### src/lhs_pkg.sv
// Purpose: shared constants for the limp-home supervisor and its memory
// Assumes: 125 MHz core clock, 7-bit register addresses, 8-bit register data
// Notes:   time-out unit and programming time are plain defaults, shortened by top parameters
package lhs_pkg;

	// register addresses
	localparam logic [6:0] LHS_ADDR_CMD  = 7'h17;
	localparam logic [6:0] LHS_ADDR_WLO  = 7'h18;
	localparam logic [6:0] LHS_ADDR_WHI  = 7'h19;
	localparam logic [6:0] LHS_ADDR_RLO  = 7'h28;
	localparam logic [6:0] LHS_ADDR_RHI  = 7'h29;
	localparam logic [6:0] LHS_ADDR_FB   = 7'h33;
	localparam logic [6:0] LHS_ADDR_DIAG = 7'h36;

	// fallback_control fields
	localparam int LHS_FB_STATUS_BIT = 7;
	localparam int LHS_FB_EXIT_LSB   = 4;
	localparam int LHS_FB_TMO_LSB    = 1;
	localparam int LHS_FB_CFG_BIT    = 0;
	localparam logic [2:0] LHS_EXIT_REFRESH = 3'h7;
	localparam logic [2:0] LHS_EXIT_STEP1   = 3'h1;
	localparam logic [2:0] LHS_EXIT_STEP2   = 3'h2;
	localparam logic [2:0] LHS_EXIT_STEP3   = 3'h4;
	localparam logic [2:0] LHS_TMO_RESET    = 3'h0;

	// memory_access_command fields
	localparam int LHS_CMD_WR_BIT   = 7;
	localparam int LHS_CMD_RD_BIT   = 6;
	localparam logic [4:0] LHS_NVM_BASE = 5'h10;
	localparam logic [4:0] LHS_NVM_LAST = 5'h13;

	// diagnostic_summary_two fields
	localparam int LHS_DIAG_FAIL_BIT = 4;
	localparam int LHS_DIAG_DONE_BIT = 3;

	// override field positions inside the pwm-control word
	localparam int LHS_OVR1_LSB = 1;
	localparam int LHS_OVR2_LSB = 3;

	// memory word values after reset (factory defaults)
	localparam logic [15:0] LHS_NVM_DEF0 = 16'h0000;
	localparam logic [15:0] LHS_NVM_DEF1 = 16'h9600;
	localparam logic [15:0] LHS_NVM_DEF2 = 16'h0000;
	localparam logic [15:0] LHS_NVM_DEF3 = 16'h002a;

	// mode-request pin encodings
	localparam logic [1:0] LHS_REQ_NONE   = 2'h0;
	localparam logic [1:0] LHS_REQ_ACCESS = 2'h1;
	localparam logic [1:0] LHS_REQ_USE    = 2'h2;
	localparam logic [1:0] LHS_REQ_UNUSED = 2'h3;

	// timing
	localparam int unsigned LHS_CLK_KHZ         = 125000;
	localparam int unsigned LHS_TMO_UNIT_MS     = 1;
	localparam int unsigned LHS_TMO_UNIT_CYCLES = LHS_TMO_UNIT_MS * LHS_CLK_KHZ;
	localparam int unsigned LHS_PROG_TIME_US    = 100;
	localparam int unsigned LHS_PROG_CYCLES     = (LHS_PROG_TIME_US * LHS_CLK_KHZ) / 1000;

	typedef enum logic [2:0] {
		LHS_NORMAL = 3'h0,
		LHS_LIMP   = 3'h1,
		LHS_ACCESS = 3'h3,
		LHS_USE    = 3'h2,
		LHS_UNUSED = 3'h6
	} lhs_mode_e;

	typedef enum logic [1:0] {
		LHS_E_IDLE  = 2'h0,
		LHS_E_LOAD  = 2'h1,
		LHS_E_WRITE = 2'h3,
		LHS_E_READ  = 2'h2
	} lhs_eng_e;

endpackage : lhs_pkg

### src/lhs_nvm.sv
// Purpose: four-word fallback store with slow programming and registered read
// Assumes: one request at a time, requester waits for done
// Notes:   words come up with factory defaults after reset
`timescale 1ns/1ns
module lhs_nvm #(
	parameter int unsigned PROG_CYCLES = lhs_pkg::LHS_PROG_CYCLES
) (
	input  wire logic        core_clk,
	input  wire logic        rst_n,
	input  wire logic        ce,
	input  wire logic        wr_en,
	input  wire logic        rd_en,
	input  wire logic [1:0]  addr,
	input  wire logic [15:0] wdata,
	output logic      [15:0] rdata,
	output logic             done
);

	logic [15:0] word [4];
	logic [23:0] prog_cnt;
	logic        prog_busy;
	logic [1:0]  prog_addr;
	logic [15:0] prog_data;
	wire         prog_end = prog_busy && (prog_cnt == 24'h000000);

	// programming runs its full time before the word changes
	always_ff @(posedge core_clk or negedge rst_n) begin
		if (!rst_n) begin
			prog_busy <= 1'b0;
			prog_cnt  <= 24'h000000;
			prog_addr <= 2'h0;
			prog_data <= 16'h0000;
		end else if (ce) begin
			if (wr_en && !prog_busy) begin
				prog_busy <= 1'b1;
				prog_cnt  <= 24'(PROG_CYCLES - 1);
				prog_addr <= addr;
				prog_data <= wdata;
			end else if (prog_end) begin
				prog_busy <= 1'b0;
			end else if (prog_busy) begin
				prog_cnt <= prog_cnt - 24'h000001;
			end
		end
	end

	// storage and registered read port
	always_ff @(posedge core_clk or negedge rst_n) begin
		if (!rst_n) begin
			word[0] <= lhs_pkg::LHS_NVM_DEF0;
			word[1] <= lhs_pkg::LHS_NVM_DEF1;
			word[2] <= lhs_pkg::LHS_NVM_DEF2;
			word[3] <= lhs_pkg::LHS_NVM_DEF3;
			rdata   <= 16'h0000;
			done    <= 1'b0;
		end else if (ce) begin
			if (prog_end)
				word[prog_addr] <= prog_data;
			if (rd_en)
				rdata <= word[addr];
			done <= prog_end || (rd_en && !prog_busy);
		end
	end

endmodule : lhs_nvm

### src/lhs_supervisor.sv
// Purpose: link-loss supervisor, fallback loader and memory access sequencer
// Assumes: register port driven by the serial frontend in the core clock domain
// Notes:   pins pass three flops; a level counts once the last two agree
`timescale 1ns/1ns

module lhs_supervisor #(
	parameter int unsigned TIMEOUT_UNIT_CYCLES = lhs_pkg::LHS_TMO_UNIT_CYCLES,
	parameter int unsigned PROG_CYCLES         = lhs_pkg::LHS_PROG_CYCLES
) (
	input  wire logic        core_clk,
	input  wire logic        rst_n,
	input  wire logic        ce,
	input  wire logic        reg_wr,
	input  wire logic        reg_rd,
	input  wire logic [6:0]  reg_addr,
	input  wire logic [7:0]  reg_wdata,
	output logic      [7:0]  reg_rdata,
	input  wire logic [1:0]  channel_dimming_input,
	input  wire logic        fail_silent_in,
	input  wire logic        undervoltage_in,
	input  wire logic [1:0]  mem_mode_req,
	output logic      [1:0]  ch_on,
	output logic             limp_status,
	output logic      [63:0] limp_values
);

	// address lies in the writable memory window
	function automatic logic lhs_window_ok(input logic [4:0] a);
		return (a >= lhs_pkg::LHS_NVM_BASE) && (a <= lhs_pkg::LHS_NVM_LAST);
	endfunction : lhs_window_ok

	// per-channel override decode
	function automatic logic lhs_override(input logic [1:0] code, input logic dim);
		case (code)
			2'h0:    return 1'b0;
			2'h2:    return 1'b1;
			default: return dim;
		endcase
	endfunction : lhs_override

	lhs_pkg::lhs_mode_e mode, next_mode;
	lhs_pkg::lhs_eng_e  eng;
	logic [5:0]  sync1, sync2, sync3, pin_f;
	logic [23:0] tmo_cnt;
	logic [2:0]  tmo_sel, exit_field;
	logic [1:0]  exit_step, load_idx, tog;
	logic        load_pend, fs_latched, done_flag, fail_flag;
	logic [7:0]  cmd, wlo, whi, rlo, rhi;
	logic [15:0] loaded [4];
	logic [15:0] mem_rdata;
	logic        mem_done;

	// pin filter: first flop feeds only the second
	wire [5:0] pin_raw    = {mem_mode_req, undervoltage_in, fail_silent_in, channel_dimming_input};
	wire [5:0] next_pin_f = ((sync2 ~^ sync3) & sync3) | ((sync2 ^ sync3) & pin_f);
	wire [1:0] dim        = pin_f[1:0];
	wire       uv         = pin_f[3];
	wire [1:0] mreq       = pin_f[5:4];

	always_ff @(posedge core_clk or negedge rst_n) begin
		if (!rst_n) begin
			sync1 <= 6'h00;
			sync2 <= 6'h00;
			sync3 <= 6'h00;
			pin_f <= 6'h00;
		end else if (ce) begin
			sync1 <= pin_raw;
			sync2 <= sync1;
			sync3 <= sync2;
			pin_f <= next_pin_f;
		end
	end

	// register decode
	wire [2:0] wexit      = reg_wdata[lhs_pkg::LHS_FB_EXIT_LSB +: 3];
	wire       wr_fb      = reg_wr && (reg_addr == lhs_pkg::LHS_ADDR_FB);
	wire       wr_diag    = reg_wr && (reg_addr == lhs_pkg::LHS_ADDR_DIAG);
	wire       in_limp    = (mode == lhs_pkg::LHS_LIMP);
	wire       fb_wr_ok   = wr_fb && (mode != lhs_pkg::LHS_USE) && (mode != lhs_pkg::LHS_UNUSED);
	wire       gen_wr_ok  = reg_wr && !in_limp && (mode != lhs_pkg::LHS_UNUSED);
	wire       refresh    = fb_wr_ok && (mode == lhs_pkg::LHS_NORMAL) && (wexit == lhs_pkg::LHS_EXIT_REFRESH);
	wire       exit_done  = wr_fb && in_limp && (exit_step == 2'h2) && (wexit == lhs_pkg::LHS_EXIT_STEP3);
	wire [23:0] tmo_limit = 24'((32'(tmo_sel) + 32'd1) * TIMEOUT_UNIT_CYCLES);
	wire       tmo_hit    = (mode == lhs_pkg::LHS_NORMAL) && !refresh
	                        && (tmo_cnt >= tmo_limit - 24'h000001);

	// mode sequencing; use and not-in-use are left only by reset
	always_comb begin
		next_mode = mode;
		case (mode)
			lhs_pkg::LHS_NORMAL: begin
				if (mreq == lhs_pkg::LHS_REQ_ACCESS)
					next_mode = lhs_pkg::LHS_ACCESS;
				else if (mreq == lhs_pkg::LHS_REQ_USE)
					next_mode = lhs_pkg::LHS_USE;
				else if (mreq == lhs_pkg::LHS_REQ_UNUSED)
					next_mode = lhs_pkg::LHS_UNUSED;
				else if (tmo_hit)
					next_mode = lhs_pkg::LHS_LIMP;
			end
			lhs_pkg::LHS_LIMP: begin
				if (exit_done)
					next_mode = lhs_pkg::LHS_NORMAL;
			end
			lhs_pkg::LHS_ACCESS: begin
				if (mreq == lhs_pkg::LHS_REQ_NONE)
					next_mode = lhs_pkg::LHS_NORMAL;
				else if (mreq == lhs_pkg::LHS_REQ_USE)
					next_mode = lhs_pkg::LHS_USE;
				else if (mreq == lhs_pkg::LHS_REQ_UNUSED)
					next_mode = lhs_pkg::LHS_UNUSED;
			end
			lhs_pkg::LHS_USE:    next_mode = lhs_pkg::LHS_USE;
			lhs_pkg::LHS_UNUSED: next_mode = lhs_pkg::LHS_UNUSED;
			default:             next_mode = lhs_pkg::LHS_NORMAL;
		endcase
	end

	// mode, time-out counter and fallback control fields
	always_ff @(posedge core_clk or negedge rst_n) begin
		if (!rst_n) begin
			mode       <= lhs_pkg::LHS_NORMAL;
			tmo_cnt    <= 24'h000000;
			tmo_sel    <= lhs_pkg::LHS_TMO_RESET;
			exit_field <= 3'h0;
			exit_step  <= 2'h0;
		end else if (ce) begin
			mode <= next_mode;
			if (refresh || exit_done)
				tmo_cnt <= 24'h000000;
			else if (mode == lhs_pkg::LHS_NORMAL && !tmo_hit)
				tmo_cnt <= tmo_cnt + 24'h000001; // frozen in other modes
			if (fb_wr_ok) begin
				tmo_sel    <= reg_wdata[lhs_pkg::LHS_FB_TMO_LSB +: 3];
				exit_field <= wexit;
			end
			if (!in_limp || exit_done)
				exit_step <= 2'h0;
			else if (wr_fb && wexit == lhs_pkg::LHS_EXIT_STEP1)
				exit_step <= 2'h1;
			else if (wr_fb && wexit == lhs_pkg::LHS_EXIT_STEP2 && exit_step == 2'h1)
				exit_step <= 2'h2;
			else if (wr_fb)
				exit_step <= 2'h0; // broken sequence starts over
		end
	end

	// memory engine requests
	wire [4:0] caddr   = reg_wdata[4:0];
	wire       cmd_go  = reg_wr && (reg_addr == lhs_pkg::LHS_ADDR_CMD)
	                     && (mode == lhs_pkg::LHS_USE) && (eng == lhs_pkg::LHS_E_IDLE);
	wire       c_wr    = reg_wdata[lhs_pkg::LHS_CMD_WR_BIT];
	wire       c_rd    = reg_wdata[lhs_pkg::LHS_CMD_RD_BIT] && !c_wr;
	wire       c_ok    = lhs_window_ok(caddr);
	wire       mem_wr  = cmd_go && c_wr && c_ok;
	wire       mem_rd  = (cmd_go && c_rd && c_ok) || (eng == lhs_pkg::LHS_E_LOAD && !load_pend);
	wire       reject  = cmd_go && (c_wr || c_rd) && !c_ok;
	wire       set_ok  = mem_done && (eng == lhs_pkg::LHS_E_WRITE || eng == lhs_pkg::LHS_E_READ);
	wire [1:0] mem_a   = (eng == lhs_pkg::LHS_E_LOAD) ? load_idx : caddr[1:0];
	wire       enter_l = (mode == lhs_pkg::LHS_NORMAL) && (next_mode == lhs_pkg::LHS_LIMP);

	lhs_nvm #(
		.PROG_CYCLES (PROG_CYCLES)
	) lhs_nvm_i (
		.core_clk (core_clk),
		.rst_n    (rst_n),
		.ce       (ce),
		.wr_en    (mem_wr),
		.rd_en    (mem_rd),
		.addr     (mem_a),
		.wdata    ({whi, wlo}),
		.rdata    (mem_rdata),
		.done     (mem_done)
	);

	// engine: host write/read, or fallback load of all four words
	always_ff @(posedge core_clk or negedge rst_n) begin
		if (!rst_n) begin
			eng       <= lhs_pkg::LHS_E_IDLE;
			load_idx  <= 2'h0;
			load_pend <= 1'b0;
		end else if (ce) begin
			case (eng)
				lhs_pkg::LHS_E_IDLE: begin
					load_idx <= 2'h0;
					if (enter_l)
						eng <= lhs_pkg::LHS_E_LOAD;
					else if (mem_wr)
						eng <= lhs_pkg::LHS_E_WRITE;
					else if (mem_rd)
						eng <= lhs_pkg::LHS_E_READ;
				end
				lhs_pkg::LHS_E_LOAD: begin
					load_pend <= mem_rd || (load_pend && !mem_done);
					if (mem_done) begin
						load_idx <= load_idx + 2'h1;
						if (load_idx == 2'h3)
							eng <= lhs_pkg::LHS_E_IDLE;
					end
				end
				default: begin
					if (mem_done)
						eng <= lhs_pkg::LHS_E_IDLE;
				end
			endcase
		end
	end

	// staging, read-back, loaded copy and flags; a set beats a clear
	always_ff @(posedge core_clk or negedge rst_n) begin
		if (!rst_n) begin
			cmd <= 8'h00;
			wlo <= 8'h00;
			whi <= 8'h00;
			rlo <= 8'h00;
			rhi <= 8'h00;
			done_flag <= 1'b0;
			fail_flag <= 1'b0;
			tog <= 2'h0;
			for (int i = 0; i < 4; i++)
				loaded[i] <= 16'h0000;
		end else if (ce) begin
			if (gen_wr_ok && reg_addr == lhs_pkg::LHS_ADDR_CMD)
				cmd <= reg_wdata;
			if (gen_wr_ok && reg_addr == lhs_pkg::LHS_ADDR_WLO)
				wlo <= reg_wdata;
			if (gen_wr_ok && reg_addr == lhs_pkg::LHS_ADDR_WHI)
				whi <= reg_wdata;
			if (set_ok && eng == lhs_pkg::LHS_E_READ) begin
				rlo <= mem_rdata[7:0];
				rhi <= mem_rdata[15:8];
			end
			if (mem_done && eng == lhs_pkg::LHS_E_LOAD)
				loaded[load_idx] <= mem_rdata; // kept after exit
			done_flag <= set_ok || (done_flag && !wr_diag);
			fail_flag <= reject || (fail_flag && !wr_diag);
			tog <= (dim ^ next_pin_f[1:0]) | (tog & {2{!wr_diag}});
		end
	end

	// fail-silent is latched; undervoltage follows the pin
	always_ff @(posedge core_clk or negedge rst_n) begin
		if (!rst_n)
			fs_latched <= 1'b0;
		else if (ce && pin_f[2])
			fs_latched <= 1'b1;
	end

	// channel drive; loading darkens briefly so no stale override shows
	wire [1:0] limp_drive = {lhs_override(loaded[3][lhs_pkg::LHS_OVR2_LSB +: 2], dim[1]),
	                         lhs_override(loaded[3][lhs_pkg::LHS_OVR1_LSB +: 2], dim[0])};
	wire       dim_modes  = (mode == lhs_pkg::LHS_NORMAL) || (mode == lhs_pkg::LHS_ACCESS);
	wire       ch_allow   = !fs_latched && !uv && !(in_limp && eng == lhs_pkg::LHS_E_LOAD);
	wire [1:0] next_ch_on = !ch_allow ? 2'h0 : in_limp ? limp_drive : dim_modes ? dim : 2'h0;
	wire       cfg_mode   = (mode == lhs_pkg::LHS_ACCESS) || (mode == lhs_pkg::LHS_USE)
	                        || (mode == lhs_pkg::LHS_UNUSED);
	wire [7:0] fb_rd      = {in_limp, exit_field, tmo_sel, cfg_mode};
	wire [7:0] diag_rd    = {3'h0, fail_flag, done_flag, 1'b0, tog};
	wire [7:0] next_rdata = (reg_addr == lhs_pkg::LHS_ADDR_CMD)  ? cmd :
	                        (reg_addr == lhs_pkg::LHS_ADDR_WLO)  ? wlo :
	                        (reg_addr == lhs_pkg::LHS_ADDR_WHI)  ? whi :
	                        (reg_addr == lhs_pkg::LHS_ADDR_RLO)  ? rlo :
	                        (reg_addr == lhs_pkg::LHS_ADDR_RHI)  ? rhi :
	                        (reg_addr == lhs_pkg::LHS_ADDR_FB)   ? fb_rd :
	                        (reg_addr == lhs_pkg::LHS_ADDR_DIAG) ? diag_rd : 8'h00;

	always_ff @(posedge core_clk or negedge rst_n) begin
		if (!rst_n) begin
			ch_on     <= 2'h0;
			reg_rdata <= 8'h00;
		end else if (ce) begin
			ch_on <= next_ch_on;
			if (reg_rd)
				reg_rdata <= next_rdata;
		end
	end

	assign limp_status = in_limp;
	assign limp_values = {loaded[3], loaded[2], loaded[1], loaded[0]};
endmodule : lhs_supervisor

### config.mk
export PLATFORM = sky130hd
export DESIGN_NAME = lhs_supervisor
export DESIGN_NICKNAME = d
export VERILOG_FILES = /design/src/lhs_pkg.sv /design/src/lhs_nvm.sv /design/src/lhs_supervisor.sv
export SDC_FILE = /design/constraint.sdc
export NUM_CORES = 1
export LEC_CHECK = 0
export ABC_AREA = 1
export BUFFER_PORTS_ARGS = -buffer_cell sky130_fd_sc_hd__clkbuf_2
export CAP_MARGIN = 20
export CORE_ASPECT_RATIO = 1.4
export CORE_MARGIN = 2
export CORE_UTILIZATION = 50
export DETAILED_ROUTE_END_ITERATION = 16
export HOLD_SLACK_MARGIN = 0.05
export PLACE_DENSITY = 0.71
export SLEW_MARGIN = 15
export SYNTH_ARGS = -nofsm -noshare
export SYNTH_HDL_FRONTEND = slang
export SYNTH_SLANG_ARGS = --single-unit
### constraint.sdc
create_clock -name core_clk -period 5.2 [get_ports core_clk]
set_input_delay 0 -clock core_clk [delete_from_list [all_inputs] [get_ports core_clk]]
set_output_delay 0 -clock core_clk [all_outputs]
set_load 0.005 [all_outputs]
After elaboration in Yosys (flattened, before gate mapping)
Cells that the tools add are included.
{"block": "word_totals", "elab_cells": 247, "ff_bits": 307}
{"block": "op_classes", "n_mux": 51, "add_sub_neg": 5, "bitwise_logic": 11, "n_eq_ne": 33, "n_mul": 1, "n_reduce_logical": 101, "order_cmp": 8}
{"op": "$bwmux 64", "count": 2}
{"op": "$mux 24", "count": 5}
{"op": "$demux 16 s2", "count": 2}
{"op": "$mux 16", "count": 4}
{"op": "$logic_and 1x1->1", "count": 48}
{"op": "$mux 8", "count": 6}
{"op": "$bmux 16 s2", "count": 1}
{"op": "$mux 2", "count": 15}
{"op": "$eq 7x6->1 const B", "count": 4}
{"op": "$reduce_and 2->1", "count": 14}
{"op": "$add 24x1->24 const B", "count": 1}
{"op": "$ge 24x24->1", "count": 1}
{"op": "$logic_not 24->1", "count": 1}
{"op": "$mux 3", "count": 8}
{"op": "$sub 24x1->24 const B", "count": 1}
{"op": "$sub 21x1->22 const B", "count": 1}
{"op": "$eq 7x5->1 const B", "count": 3}
{"op": "$mul 4x14->18 const B", "count": 1}
{"op": "$eq 2x2->1 const B", "count": 8}
{"op": "$pmux 3 s5", "count": 1}
{"op": "$and 6x6->6", "count": 2}
{"op": "$logic_not 1->1", "count": 12}
{"op": "$logic_or 1x1->1", "count": 12}
{"op": "$reduce_bool 2->1", "count": 5}
{"op": "other kinds (31)", "count": 52}

Longest topological paths before layout
Gate-level depths: netlist (run 1).
{"block": "depth", "word_depth": 18, "mapped_depth": 30}

Modules after synthesis
From an unflattened synthesis (run 1), not the netlist that was laid out.
{"block": "unflattened", "cells_unflattened": 1978, "hier_area_um2": 15662.5}
{"module": "lhs_supervisor", "area_per_inst_um2": 9542.9, "cells_each": 1185, "n_inst": 1}
{"module": "lhs_nvm", "area_per_inst_um2": 6119.6, "cells_each": 793, "n_inst": 1}

Worst setup path after synthesis (run 1)
Ideal clock, no wire load.
{"block": "synth_path", "path_kind": "register -> register", "startpoint": "reg tmo_sel[0]", "endpoint": "reg tmo_cnt[6]", "period_less_slack_ns": 5.059, "setup_time_ns": 0.083, "path_slack_ns": 0.141, "stages_incl_launch_ff": 26, "required_time_ns": 5.117, "arrival_ns": 4.976, "path_cell_list": "dfrtp_1 clkbuf_1 inv_1 ha_1 inv_1 fa_1 fa_1 inv_1 ha_1 a21oi_1 nand2_1 a21oi_1 xor2_1 nand4_1 ha_1 nand2_1 inv_1 nand2_1 nand2_1 a21oi_1 nand3_1 o31ai_2 buf_6 buf_6 nand4_1 o21ai_0"}
{"block": "synth_via", "elab_chain_cells": 9}
{"item": "start, declared", "line": "lhs_supervisor.sv:45", "source": "logic [2:0] tmo_sel, exit_field;"}
{"item": "start signal, assigned", "line": "lhs_supervisor.sv:124", "source": "tmo_sel <= lhs_pkg::LHS_TMO_RESET;"}
{"item": "start signal, assigned", "line": "lhs_supervisor.sv:134", "source": "tmo_sel <= reg_wdata[lhs_pkg::LHS_FB_TMO_LSB +: 3];"}
{"item": "$add 3x1->4", "line": "lhs_supervisor.sv:83", "source": "wire [23:0] tmo_limit = 24'((32'(tmo_sel) + 32'd1) * TIMEOUT_UNIT_CYCLES);"}
{"item": "$mul 4x14->18", "line": "lhs_supervisor.sv:83"}
{"item": "$sub 21x1->22", "line": "lhs_supervisor.sv:85", "source": "&& (tmo_cnt >= tmo_limit - 24'h000001);"}
{"item": "$ge 24x24->1", "line": "lhs_supervisor.sv:85"}
{"item": "$logic_and 1x1->1", "line": "lhs_supervisor.sv:85"}
{"item": "$logic_not 1->1", "line": "lhs_supervisor.sv:131", "source": "else if (mode == lhs_pkg::LHS_NORMAL && !tmo_hit)"}
{"item": "$logic_and 1x1->1", "line": "lhs_supervisor.sv:131"}
{"item": "$reduce_bool 2->1 (no line)"}
{"item": "$reduce_and 2->1 (no line)"}
{"item": "end signal, assigned", "line": "lhs_supervisor.sv:132", "source": "tmo_cnt <= tmo_cnt + 24'h000001;"}
{"item": "end, declared", "line": "lhs_supervisor.sv:44", "source": "logic [23:0] tmo_cnt;"}
Every way passes these cells.
A chain may end at the register's enable or synchronous reset.

Worst setup path in the final report (run 1)
{"block": "layout_path", "startpoint": "reg tmo_sel[1]", "endpoint": "reg eng[1]"}
{"block": "layout_via", "elab_chain_cells": 14, "word_cells_on_any_way": 16}
{"item": "$add 3x1->4 (*)", "line": "lhs_supervisor.sv:83"}
{"item": "$mul 4x14->18 (*)", "line": "lhs_supervisor.sv:83"}
{"item": "$sub 21x1->22 (*)", "line": "lhs_supervisor.sv:85"}
{"item": "$ge 24x24->1 (*)", "line": "lhs_supervisor.sv:85"}
{"item": "$logic_and 1x1->1 (*)", "line": "lhs_supervisor.sv:85"}
{"item": "$mux 3 (*)", "line": "lhs_supervisor.sv:98", "source": "else if (tmo_hit)"}
{"item": "$mux 3 (*)", "line": "lhs_supervisor.sv:96", "source": "else if (mreq == lhs_pkg::LHS_REQ_UNUSED)"}
{"item": "$mux 3 (*)", "line": "lhs_supervisor.sv:94", "source": "else if (mreq == lhs_pkg::LHS_REQ_USE)"}
{"item": "$mux 3 (*)", "line": "lhs_supervisor.sv:92", "source": "if (mreq == lhs_pkg::LHS_REQ_ACCESS)"}
{"item": "$pmux 3 s5 (*)", "line": "lhs_supervisor.sv:90", "source": "case (mode)"}
{"item": "$eq 3x1->1 (*)", "line": "lhs_supervisor.sv:160", "source": "wire enter_l = (mode == lhs_pkg::LHS_NORMAL) && (next_mode == lhs_pkg::LHS_LIMP);"}
{"item": "$logic_and 1x1->1 (*)", "line": "lhs_supervisor.sv:160"}
{"item": "$ne 4x2->1 (no line) or $mux 2 (tied branches)"}
{"item": "$reduce_and 5->1 (no line) or $pmux 2 s2 (tied branches)"}
{"item": "end signal, assigned", "line": "lhs_supervisor.sv:179", "source": "eng <= lhs_pkg::LHS_E_IDLE;"}
{"item": "end signal, assigned", "line": "lhs_supervisor.sv:187", "source": "eng <= lhs_pkg::LHS_E_LOAD;"}
{"item": "end signal, assigned", "line": "lhs_supervisor.sv:189", "source": "eng <= lhs_pkg::LHS_E_WRITE;"}
{"item": "end, declared", "line": "lhs_supervisor.sv:42", "source": "lhs_pkg::lhs_eng_e eng;"}
Mark *: on every way between the ends. The rest lies on a longest branch, timed or not.

==> reports/results.tsv, run 1 <==
stage	metric	value	unit
critical_path	crit end category	flip-flop	
grt	largest net degree at the start of global routing	153	
yosys	Async S/R FF share, synth	100	%
critical_path	Data required, critical path	5660	ps
grt	initial antenna violation count	0	
die	die area	31600	µm²
cells_and_area	ant diodes	0	
timing	Max transition margin	34.0	%
grt	vias in the first global route	12200	
placement	Post-Place Setup Slack	176	ps
clock_tree	CTS Buffer Depth	3	
clock_tree	CTS Buf Count	30	
critical_path	Crit path top cell by count	nand2_1	
grt	first-pass GRT wire length	64100	µm
timing	final setup TNS	0	ps
timing	final period utilization	94.3	%
run	total of max-cap violations	0	
power_and_ir_drop	maximum ir drop on the vdd rail	0.250	mV
cells_and_area	most frequent cells in the layout	nand2_1 (446), dfrtp_1 (298), o21ai_0 (278), inv_1 (164), nor2_1 (159)	
timing	Tmin final	4900	ps
drt	initial drt markers	1023	
critical_path	Startpoint Class	flip-flop	
yosys	syn avg cell area	8.40	µm²
yosys	number of enable flip-flop cells after synthesis	0	
drt	post-route ant nets	0	
timing	Layout Skew	15.5	ps
timing	Hold Fails Final Rpt	0	
critical_path	worst-path maximum fanout	6	
power_and_ir_drop	pwr dens	405	nW/µm²
power_and_ir_drop	clock share of power	32.4	%
placement	post-DP HPWL	27900	µm
yosys	Most used DFF post-synth	dfrtp_1	
critical_path	Worst path max stage delay	540	ps
timing	Setup WS post-layout	296	ps
clock_tree	CTS H-Tree Depth	1	
clock_tree	root buffer cell	clkbuf_16	
die	core area	29800	µm²
clock_tree	clk slew on worst S/H paths	60	ps
yosys	synth warn	0	
drt	Initial DRT Pass Iterations	6	
power_and_ir_drop	Sw Pwr	2.43	mW
cells_and_area	# fillers	2683	
yosys	Synthesized Nets	1880	
cells_and_area	fraction of layout cells with a size suffix above 1	11.3	%
critical_path	Slowest-stage cell, CP	fa_1	
worst_hold_path	HP Class	in2async	
cells_and_area	area grow syn2layout	14.8	%
cells_and_area	cell area after layout	17300	µm²
drt	drt total wl	40200	µm
placement	IO Port Bufs	100	
clock_tree	Clock Latency Late Sink	590	ps
status	status	finished, final reports clean	
critical_path	RR Endpoint	eng[1]$_DFFE_PN0P_	
yosys	Post-Syn Area	15100	µm²
die	initial core utilization	50.6	%
power_and_ir_drop	Leakage	8.55	nW
critical_path	R2R Path Start	tmo_sel[1]$_DFFE_PN0P_	
placement	gp weighted congestion	0.916	
cells_and_area	most common cell after layout, fill and taps aside	nand2_1	
critical_path	kind of critical path	reg2reg	
clock_tree	CTS tree	built	
yosys	cells after synthesis	1797	
critical_path	Worst R2R Setup Slack	300	ps
die	Row Count	75	
yosys	sequential cell area fraction in the yosys report	50.9	%
timing	Setup-failing EPs final	0	
grt	total grt overflow	0	
cells_and_area	nets@finish	1995	
timing	Max Transition Viols Final	0	
placement	placed cell area	15900	µm²
critical_path	Worst Reg-to-Reg Cells	30	
die	IO Count	101	
die	Die W	151	µm
clock_tree	Num Clock Sinks	307	
power_and_ir_drop	Reg power frac	43.4	%
grt	Total GRT Usage	25.6	%
timing	actual slew at the worst max-slew pin	989	ps
power_and_ir_drop	internal power	4.59	mW
yosys	Distinct cells, synth	50	
critical_path	Critical Path AT	5370	ps
power_and_ir_drop	Comb pwr share	24.2	%
power_and_ir_drop	Switching Share	34.6	%
drt	DR WL/cell	17.3	µm
die	Die Ht	210	µm
drt	via density per instance	5.44	
timing	Max Clk Rate	0.204	GHz
drt	Post-route DRC	0	
drt	vias	12600	
yosys	FF+latch count, synth	307	
## logic make-up (layout without fill, tap and decap cells)
| group | after synthesis | count (layout) | synth area share [%] |
|---|---|---|---|
| compound gates | 397 | 397 | 13.8 |
| xor+xnor | 45 | 45 | 2.61 |
| fa+ha+maj | 57 | 57 | 4.97 |
| flops | 307 | 307 | 50.9 |
| mux | 1 | 1 | 0.0746 |
| buf+inv | 234 | 373 | 6.32 |
| simple gates | 756 | 756 | 21.3 |
## metal layers
layer | GRT usage [%] | routed length, µm
met5 | 0 | 0
met3 | 2.54 | 1620
met2 | 45.0 | 20500
met1 | 31.9 | 16300
met4 | 11.3 | 1790
## state kept, by name (all words and copies together), names as in the netlist, 6 cells and up
signal / count
lhs_nvm_i.prog_data: 16
cmd: 8
rhi: 8
pin_f: 6
wlo: 8
reg_rdata: 8
lhs_nvm_i.prog_cnt: 24
lhs_nvm_i.rdata: 16
lhs_nvm_i.word: 64
sync1: 6
limp_values: 64
tmo_cnt: 24
rlo: 8
sync2: 6
whi: 8
sync3: 6
## worst max-delay path, delay by kind of cell (launching register included)
family,cells,cell delay [ps]
buffers and inverters,4,360
AO/OA/AOI/OAI,2,340
XOR/XNOR,2,380
flip-flops,1,430
adder cells (fa/ha/maj),5,1910
AND/OR/NAND/NOR,17,1370
## timing repair
| action | 4_1_cts | 5_1_grt |
|---|---|---|
| resized for setup | 0 | 6 |
| setup endpoints to repair | 0 | 26 |
| hold buffers | 32 | 0 |
| endpoints found under the hold margin | 163 | 0 |
| setup buffers | 0 | 2 |
## power by group through the flow
stage	sequential, mW	clock [mW]	combinational [mW]
CTS	3.04	2.31	1.70
global placement	3.07	0	1.63
finish	3.05	2.28	1.70
detailed placement	3.08	0	1.68
floorplan	2.97	0	1.10
global route	3.08	2.39	1.94
## metrics by stage
step	hold WS [ps]	cells	util, %	power, mW
3_3_place_gp	68.7	2229	53.3	4.70
3_5_place_dp	70.0	2229	53.3	4.75
2_1_floorplan	-296	1797	-	4.07
6_report	26.0	2321	58.1	7.03
4_1_cts	51.0	2317	57.9	7.05
5_1_grt	90.8	2321	58.1	7.42
## synthesized netlist by cell type (3+ instances only)
| master | number | area [µm²] |
|---|---|---|
| nand2_1 | 446 | 1670 |
| dfrtp_1 | 300 | 7510 |
| o21ai_0 | 278 | 1390 |
| inv_1 | 164 | 616 |
| nor2_1 | 159 | 597 |
| nand3_1 | 65 | 325 |
| a21oi_1 | 63 | 315 |
| ha_1 | 52 | 651 |
| clkbuf_1 | 48 | 180 |
| xor2_1 | 37 | 324 |
| nand4_1 | 28 | 175 |
| o22ai_1 | 25 | 156 |
| nor3_1 | 16 | 80.1 |
| nor4_1 | 11 | 68.8 |
| buf_2 | 10 | 50.1 |
| o21ai_1 | 9 | 45.0 |
| buf_6 | 8 | 90.1 |
| xnor2_1 | 8 | 70.1 |
| dfstp_2 | 7 | 184 |
| nand2_2 | 6 | 37.5 |
| nor2_4 | 6 | 67.6 |
| o31ai_1 | 6 | 45.0 |
| fa_1 | 5 | 100 |
| a31oi_1 | 3 | 18.8 |
| inv_2 | 3 | 11.3 |
| nand3_2 | 3 | 30.0 |
| o21ai_2 | 3 | 26.3 |
## worst max path at each step
stage	from	endpoint	slack (ps)	cells past startpoint
after floorplan	tmo_sel[0]$_DFFE_PN0P_	tmo_cnt[6]$_DFFE_PN0P_	140	25
after global placement	tmo_sel[1]$_DFFE_PN0P_	tmo_cnt[3]$_DFFE_PN0P_	290	23
after detailed placement	tmo_sel[1]$_DFFE_PN0P_	eng[1]$_DFFE_PN0P_	180	27
after CTS	tmo_sel[1]$_DFFE_PN0P_	eng[1]$_DFFE_PN0P_	140	27
after global routing	tmo_sel[0]$_DFFE_PN0P_	eng[1]$_DFFE_PN0P_	-3	30
final	tmo_sel[1]$_DFFE_PN0P_	eng[1]$_DFFE_PN0P_	300	30
## cell type report
type                    count  area, µm²  share of cell area, %
flip-flops and latches    307       7690                   44.4
multi-input cells        1256       6490                   37.5
repair buffers            150       1000                   5.78
clock buffers              39        845                   4.87
inverters                 167        627                   3.62
well taps                 385        482                   2.78
clock inverters            17        196                   1.13
(Power assumes the default switching activity.)
==> inputs of run 2 (changes only) <==
Settings changed: PLACE_DENSITY 0.71 to 0.69.
Clock period 5.2 ns to 5.3 ns, I/O delays scaled along.
==> run 2 against run 1 <==
Sequential power fell by 2%. Sequential share of layout area rose by 0.17 points. Global-route usage up 0.065 points. Setup slack better by 8.3 ps. Via count rose by 0.22%. Count of clock-buffer cells in the layout grew 8. Combinational power is essentially flat. Largest cell class unchanged. Non-clock buffer count up 1. Clock power down 8%. Fmax shrank 1.8%. Highest routed layer unchanged.
==> reports/results.tsv, run 2 (synthesis results as in run 1) <==
stage	metric	value	unit
grt	largest net degree at the start of global routing	163	
status	status	finished, final reports clean	
die	IO Count	101	
placement	post-DP HPWL	27900	µm
clock_tree	clk slew on worst S/H paths	60	ps
critical_path	R2R Path Start	tmo_sel[1]$_DFFE_PN0P_	
critical_path	worst-path maximum fanout	48	
drt	initial drt markers	901	
cells_and_area	fraction of layout cells with a size suffix above 1	10.9	%
timing	Layout Skew	18.4	ps
drt	vias	12700	
cells_and_area	multi-input combinational cell area	6480	µm²
worst_hold_path	worst hold start	reg_addr[5]	
die	die area	31600	µm²
die	Die W	151	µm
drt	Initial DRT Pass Iterations	5	
die	Die Ht	210	µm
drt	Post-route DRC	0	
timing	Hold WS	123	ps
grt	first-pass GRT wire length	64000	µm
clock_tree	CTS Buf Count	31	
grt	Total GRT Usage	25.7	%
critical_path	Worst Reg-to-Reg Cells	23	
placement	IO Port Bufs	100	
power_and_ir_drop	pwr dens	392	nW/µm²
clock_tree	Num Clock Sinks	307	
worst_hold_path	Worst Hold End	reg_rdata[4]$_DFFE_PN0P_	
critical_path	crit end category	flip-flop	
cells_and_area	most frequent cells in the layout	nand2_1 (446), dfrtp_1 (298), o21ai_0 (278), inv_1 (164), nor2_1 (158)	
timing	final period utilization	94.3	%
die	core area	29800	µm²
power_and_ir_drop	maximum ir drop on the vdd rail	0.255	mV
critical_path	Data required, critical path	5770	ps
drt	DR WL/cell	17.3	µm
die	initial core utilization	50.6	%
clock_tree	Clock Latency Late Sink	590	ps
placement	gp weighted congestion	0.963	
drt	via density per instance	5.45	
cells_and_area	area grow syn2layout	14.4	%
cells_and_area	# fillers	2667	
grt	vias in the first global route	12200	
cells_and_area	ant diodes	0	
power_and_ir_drop	Leakage	8.51	nW
cells_and_area	most common cell after layout, fill and taps aside	nand2_1	
drt	post-route ant nets	0	
timing	Max transition margin	33.7	%
critical_path	RR Endpoint	tmo_cnt[3]$_DFFE_PN0P_	
critical_path	Worst R2R Setup Slack	300	ps
timing	Setup-failing EPs final	0	
clock_tree	CTS tree	built	
clock_tree	root buffer cell	clkbuf_16	
grt	total grt overflow	0	
critical_path	kind of critical path	reg2reg	
run	total of max-cap violations	0	
timing	Max Clk Rate	0.200	GHz
timing	actual slew at the worst max-slew pin	993	ps
cells_and_area	nets@finish	1997	
grt	initial antenna violation count	0	
critical_path	Critical Path AT	5470	ps
clock_tree	CTS Buffer Depth	3	
clock_tree	CTS H-Tree Depth	1	
die	Row Count	75	
power_and_ir_drop	Final Power	6.77	mW
worst_hold_path	WHS Path Cells	5	
worst_hold_path	HP Class	in2reg	
cells_and_area	sequential cell area	7690	µm²
drt	drt total wl	40200	µm
timing	Hold Fails Final Rpt	0	
timing	Tmin final	5000	ps
critical_path	Startpoint Class	flip-flop	
timing	Max Transition Viols Final	0	
[run 2: worst max path at each step]
stage                            from  cells past startpoint                      to  slack, ps
6_report       tmo_sel[1]$_DFFE_PN0P_                     23  tmo_cnt[3]$_DFFE_PN0P_        300
4_1_cts        tmo_sel[1]$_DFFE_PN0P_                     27      eng[1]$_DFFE_PN0P_        180
3_5_place_dp   tmo_sel[1]$_DFFE_PN0P_                     27      eng[1]$_DFFE_PN0P_        190
2_1_floorplan  tmo_sel[0]$_DFFE_PN0P_                     25  tmo_cnt[6]$_DFFE_PN0P_        240
3_3_place_gp   tmo_sel[1]$_DFFE_PN0P_                     23  tmo_cnt[3]$_DFFE_PN0P_        410
5_1_grt        tmo_sel[0]$_DFFE_PN0P_                     28      eng[0]$_DFFE_PN0P_        -10
[run 2: critical path, cell delays in order, from the launching register on]
cell     delay (ps)
dfrtp_2         460
ha_4            200
xor2_1          210
fa_1            500
fa_1            560
inv_1            50
ha_1            340
a21oi_1         160
nand2_1         110
a21oi_1         180
xor2_1          270
nand4_1         220
ha_1            370
nand2_1          90
inv_1            40
nand2_1          50
nand2_1          50
a21oi_1         150
nand3_2         130
o31ai_4         220
buf_12          240
nand3_1         100
nand2_1         100
nor2_1           40
[run 2: timing repair]
| action | in CTS | in global routing |
|---|---|---|
| hold buffers | 34 | 0 |
| setup endpoints to repair | 0 | 25 |
| gates resized for setup | 0 | 6 |
| setup buffers | 0 | 0 |
| hold endpoints to repair | 144 | 0 |
[run 2: per-layer routing]
layer | part of all wire (%) | global-route usage (%)
met4 | 4.6 | 11.7
met5 | 0 | 0
met2 | 51 | 44.3
met1 | 41 | 32.5
met3 | 4.4 | 2.63
[run 2: per-stage QoR]
stage / cells / instance area, µm² / util (%) / worst slack (ps) / TNS, ps
after floorplan: 1797 / 15100 / - / 241 / 0
after global placement: 2231 / 15900 / 53.4 / 407 / 0
after detailed placement: 2231 / 15900 / 53.4 / 190 / 0
after CTS: 2322 / 17200 / 57.8 / 177 / 0
after global routing: 2323 / 17300 / 57.9 / -14.7 / -24.5
final: 2323 / 17300 / 57.9 / 304 / 0
[run 2: cell type report]
cell class              count  area share, %
clock inverters            10          0.427
multi-input cells        1256           37.5
flip-flops and latches    307           44.5
repair buffers            151           5.93
well taps                 385           2.79
clock buffers              47           5.13
inverters                 167           3.63
[run 2: power by group]
| group | switching, mW | internal (mW) | total, mW |
|---|---|---|---|
| Sequential | 0.321 | 2.67 | 2.99 |
| Clock | 0.939 | 1.16 | 2.10 |
| Combinational | 1.11 | 0.562 | 1.68 |
==> inputs of run 3 (changes only) <==
Settings changed: CORE_ASPECT_RATIO 1.4 to 0.9, CORE_UTILIZATION 50 to 55, PLACE_DENSITY 0.69 to 0.74.
==> run 3 against run 2 <==
Via count rose by 1.7%. Critical path depth rose by 1. Largest power group unchanged. Final cell count fell by 1.1%. Register-to-register slack improved by 90 ps. Clock skew fell by 4.5 ps. Combinational power rose by 4%. Non-clock buffer count rose by 5. Cell area rose by 0.73%.
==> reports/results.tsv, run 3 (synthesis results as in run 1) <==
stage	metric	value	unit
critical_path	Critical Path AT	5400	ps
clock_tree	CTS Buf Count	31	
drt	drt total wl	39400	µm
clock_tree	Clock Latency Late Sink	570	ps
worst_hold_path	worst hold start	reg_addr[3]	
power_and_ir_drop	Leakage	8.57	nW
timing	Layout Skew	13.9	ps
timing	final setup TNS	0	ps
die	die area	28800	µm²
drt	via density per instance	5.60	
placement	Post-Place Setup Slack	130	ps
critical_path	crit end category	flip-flop	
cells_and_area	non-filler instance count after layout	2298	
cells_and_area	sequential cell area	7690	µm²
cells_and_area	most frequent cells in the layout	nand2_1 (446), dfrtp_1 (299), o21ai_0 (278), inv_1 (164), nor2_1 (157)	
placement	placed cell area	15900	µm²
drt	Initial DRT Pass Iterations	6	
grt	initial antenna violation count	0	
timing	Hold Fails Final Rpt	0	
power_and_ir_drop	Final Power	6.97	mW
die	initial core utilization	55.9	%
critical_path	RR Endpoint	tmo_cnt[16]$_DFFE_PN0P_	
die	IO Count	101	
clock_tree	CTS H-Tree Depth	1	
critical_path	Worst Reg-to-Reg Cells	24	
grt	first-pass GRT wire length	64200	µm
timing	actual slew at the worst max-slew pin	1060	ps
drt	Post-route DRC	0	
critical_path	R2R Path Start	tmo_sel[0]$_DFFE_PN0P_	
cells_and_area	area grow syn2layout	15.2	%
critical_path	worst-path maximum fanout	43	
clock_tree	root buffer cell	clkbuf_16	
power_and_ir_drop	maximum ir drop on the vdd rail	0.303	mV
power_and_ir_drop	pwr dens	401	nW/µm²
placement	post-DP HPWL	26400	µm
critical_path	Data required, critical path	5790	ps
timing	Max Transition Viols Final	0	
cells_and_area	# fillers	2258	
timing	Setup WS post-layout	395	ps
clock_tree	CTS tree	built	
worst_hold_path	HP Class	in2reg	
die	Die Ht	161	µm
grt	Total GRT Usage	27.8	%
grt	largest net degree at the start of global routing	183	
critical_path	Worst R2R Setup Slack	400	ps
drt	post-route ant nets	0	
cells_and_area	nets@finish	2002	
clock_tree	clk slew on worst S/H paths	60	ps
worst_hold_path	Worst Hold End	tog[0]$_DFFE_PN0P_	
cells_and_area	fraction of layout cells with a size suffix above 1	11.4	%
grt	total grt overflow	0	
die	Die W	179	µm
grt	vias in the first global route	12400	
timing	Setup-failing EPs final	0	
drt	vias	12900	
timing	Tmin final	4900	ps
cells_and_area	ant diodes	0	
cells_and_area	cell area after layout	17400	µm²
clock_tree	Num Clock Sinks	307	
run	total of max-cap violations	0	
cells_and_area	most common cell after layout, fill and taps aside	nand2_1	
die	core area	27000	µm²
timing	Max transition margin	29.5	%
die	Row Count	57	
critical_path	kind of critical path	reg2reg	
critical_path	Startpoint Class	flip-flop	
cells_and_area	multi-input combinational cell area	6520	µm²
placement	IO Port Bufs	100	
status	status	finished, final reports clean	
drt	initial drt markers	1132	
placement	Post-Place Cells	2200	
clock_tree	CTS Buffer Depth	3	
placement	gp weighted congestion	0.932	
drt	DR WL/cell	17.1	µm
worst_hold_path	WHS Path Cells	7	
timing	final period utilization	92.5	%
timing	Max Clk Rate	0.204	GHz
==> run 3: cell types whose count changed in the layout (fill, tap and decap cells not counted), sizes merged <==
cell	previous run	this run
buf	19	23
clkinv	6	2
clkbuf	146	148
dlygate4sd3	33	34
bufinv	0	3
clkinvlp	2	3
inv	169	168
==> run 3: what timing repair did <==
action                                  in CTS  in global routing
gates resized for setup                      0                 12
hold endpoints to repair                   144                  0
hold buffers                                34                  0
setup buffers                                0                  4
endpoints found under the setup margin       0                 27
==> run 3: worst max path at each step <==
stage	slack, ps	to	from
6_report	400	tmo_cnt[16]$_DFFE_PN0P_	tmo_sel[0]$_DFFE_PN0P_
5_1_grt	-30	eng[0]$_DFFE_PN0P_	tmo_sel[0]$_DFFE_PN0P_
4_1_cts	120	tmo_cnt[6]$_DFFE_PN0P_	tmo_sel[1]$_DFFE_PN0P_
3_5_place_dp	130	tmo_cnt[6]$_DFFE_PN0P_	tmo_sel[1]$_DFFE_PN0P_
3_3_place_gp	310	tmo_cnt[3]$_DFFE_PN0P_	tmo_sel[1]$_DFFE_PN0P_
2_1_floorplan	240	tmo_cnt[6]$_DFFE_PN0P_	tmo_sel[0]$_DFFE_PN0P_
==> run 3: worst max-delay path, cell delays in order (launching register included) <==
cell and delay, ps:
dfrtp_1 430, inv_1 90, ha_1 320, buf_4 180, ha_1 280, inv_1 50, fa_1 510, fa_1 490
inv_1 100, a21oi_2 60, o21bai_1 180, a21oi_2 80, xor2_1 200, nand4_1 200, ha_1 370, nand2_1 110
inv_1 50, nand2_1 50, nand2_1 40, a21oi_1 150, nand3_2 130, o31ai_4 290, buf_12 230, nand3_1 110
o21ai_1 110
==> run 3: layer usage <==
layer,vias up,track usage [%],routed length (µm)
li1,6137,-,-
met2,476,42.7,17700
met3,92,4.31,2830
met1,6160,41.0,17700
met4,0,8.28,1130
met5,-,0,0
==> run 3: stage by stage <==
step / hold slack, ps / util, %
3_3_place_gp: 35.2 / 58.7
2_1_floorplan: -296 / -
3_5_place_dp: 36.7 / 58.8
5_1_grt: 184 / 64.4
4_1_cts: 63.6 / 63.9
6_report: 78.7 / 64.4
==> run 3: power by group <==
group / internal [mW] / total [mW] / switching, mW
clock: 1.34 / 2.27 / 0.930
sequential: 2.67 / 2.97 / 0.295
combinational: 0.572 / 1.74 / 1.16
==> run 3: layout make-up <==
cell class,count,area share (%)
Multi-Input combinational cell,1256,37.5
Tap cell,354,2.55
Timing Repair Buffer,156,6.11
Clock buffer,49,5.31
Sequential cell,307,44.2
Clock inverter,9,0.755
Inverter,167,3.60
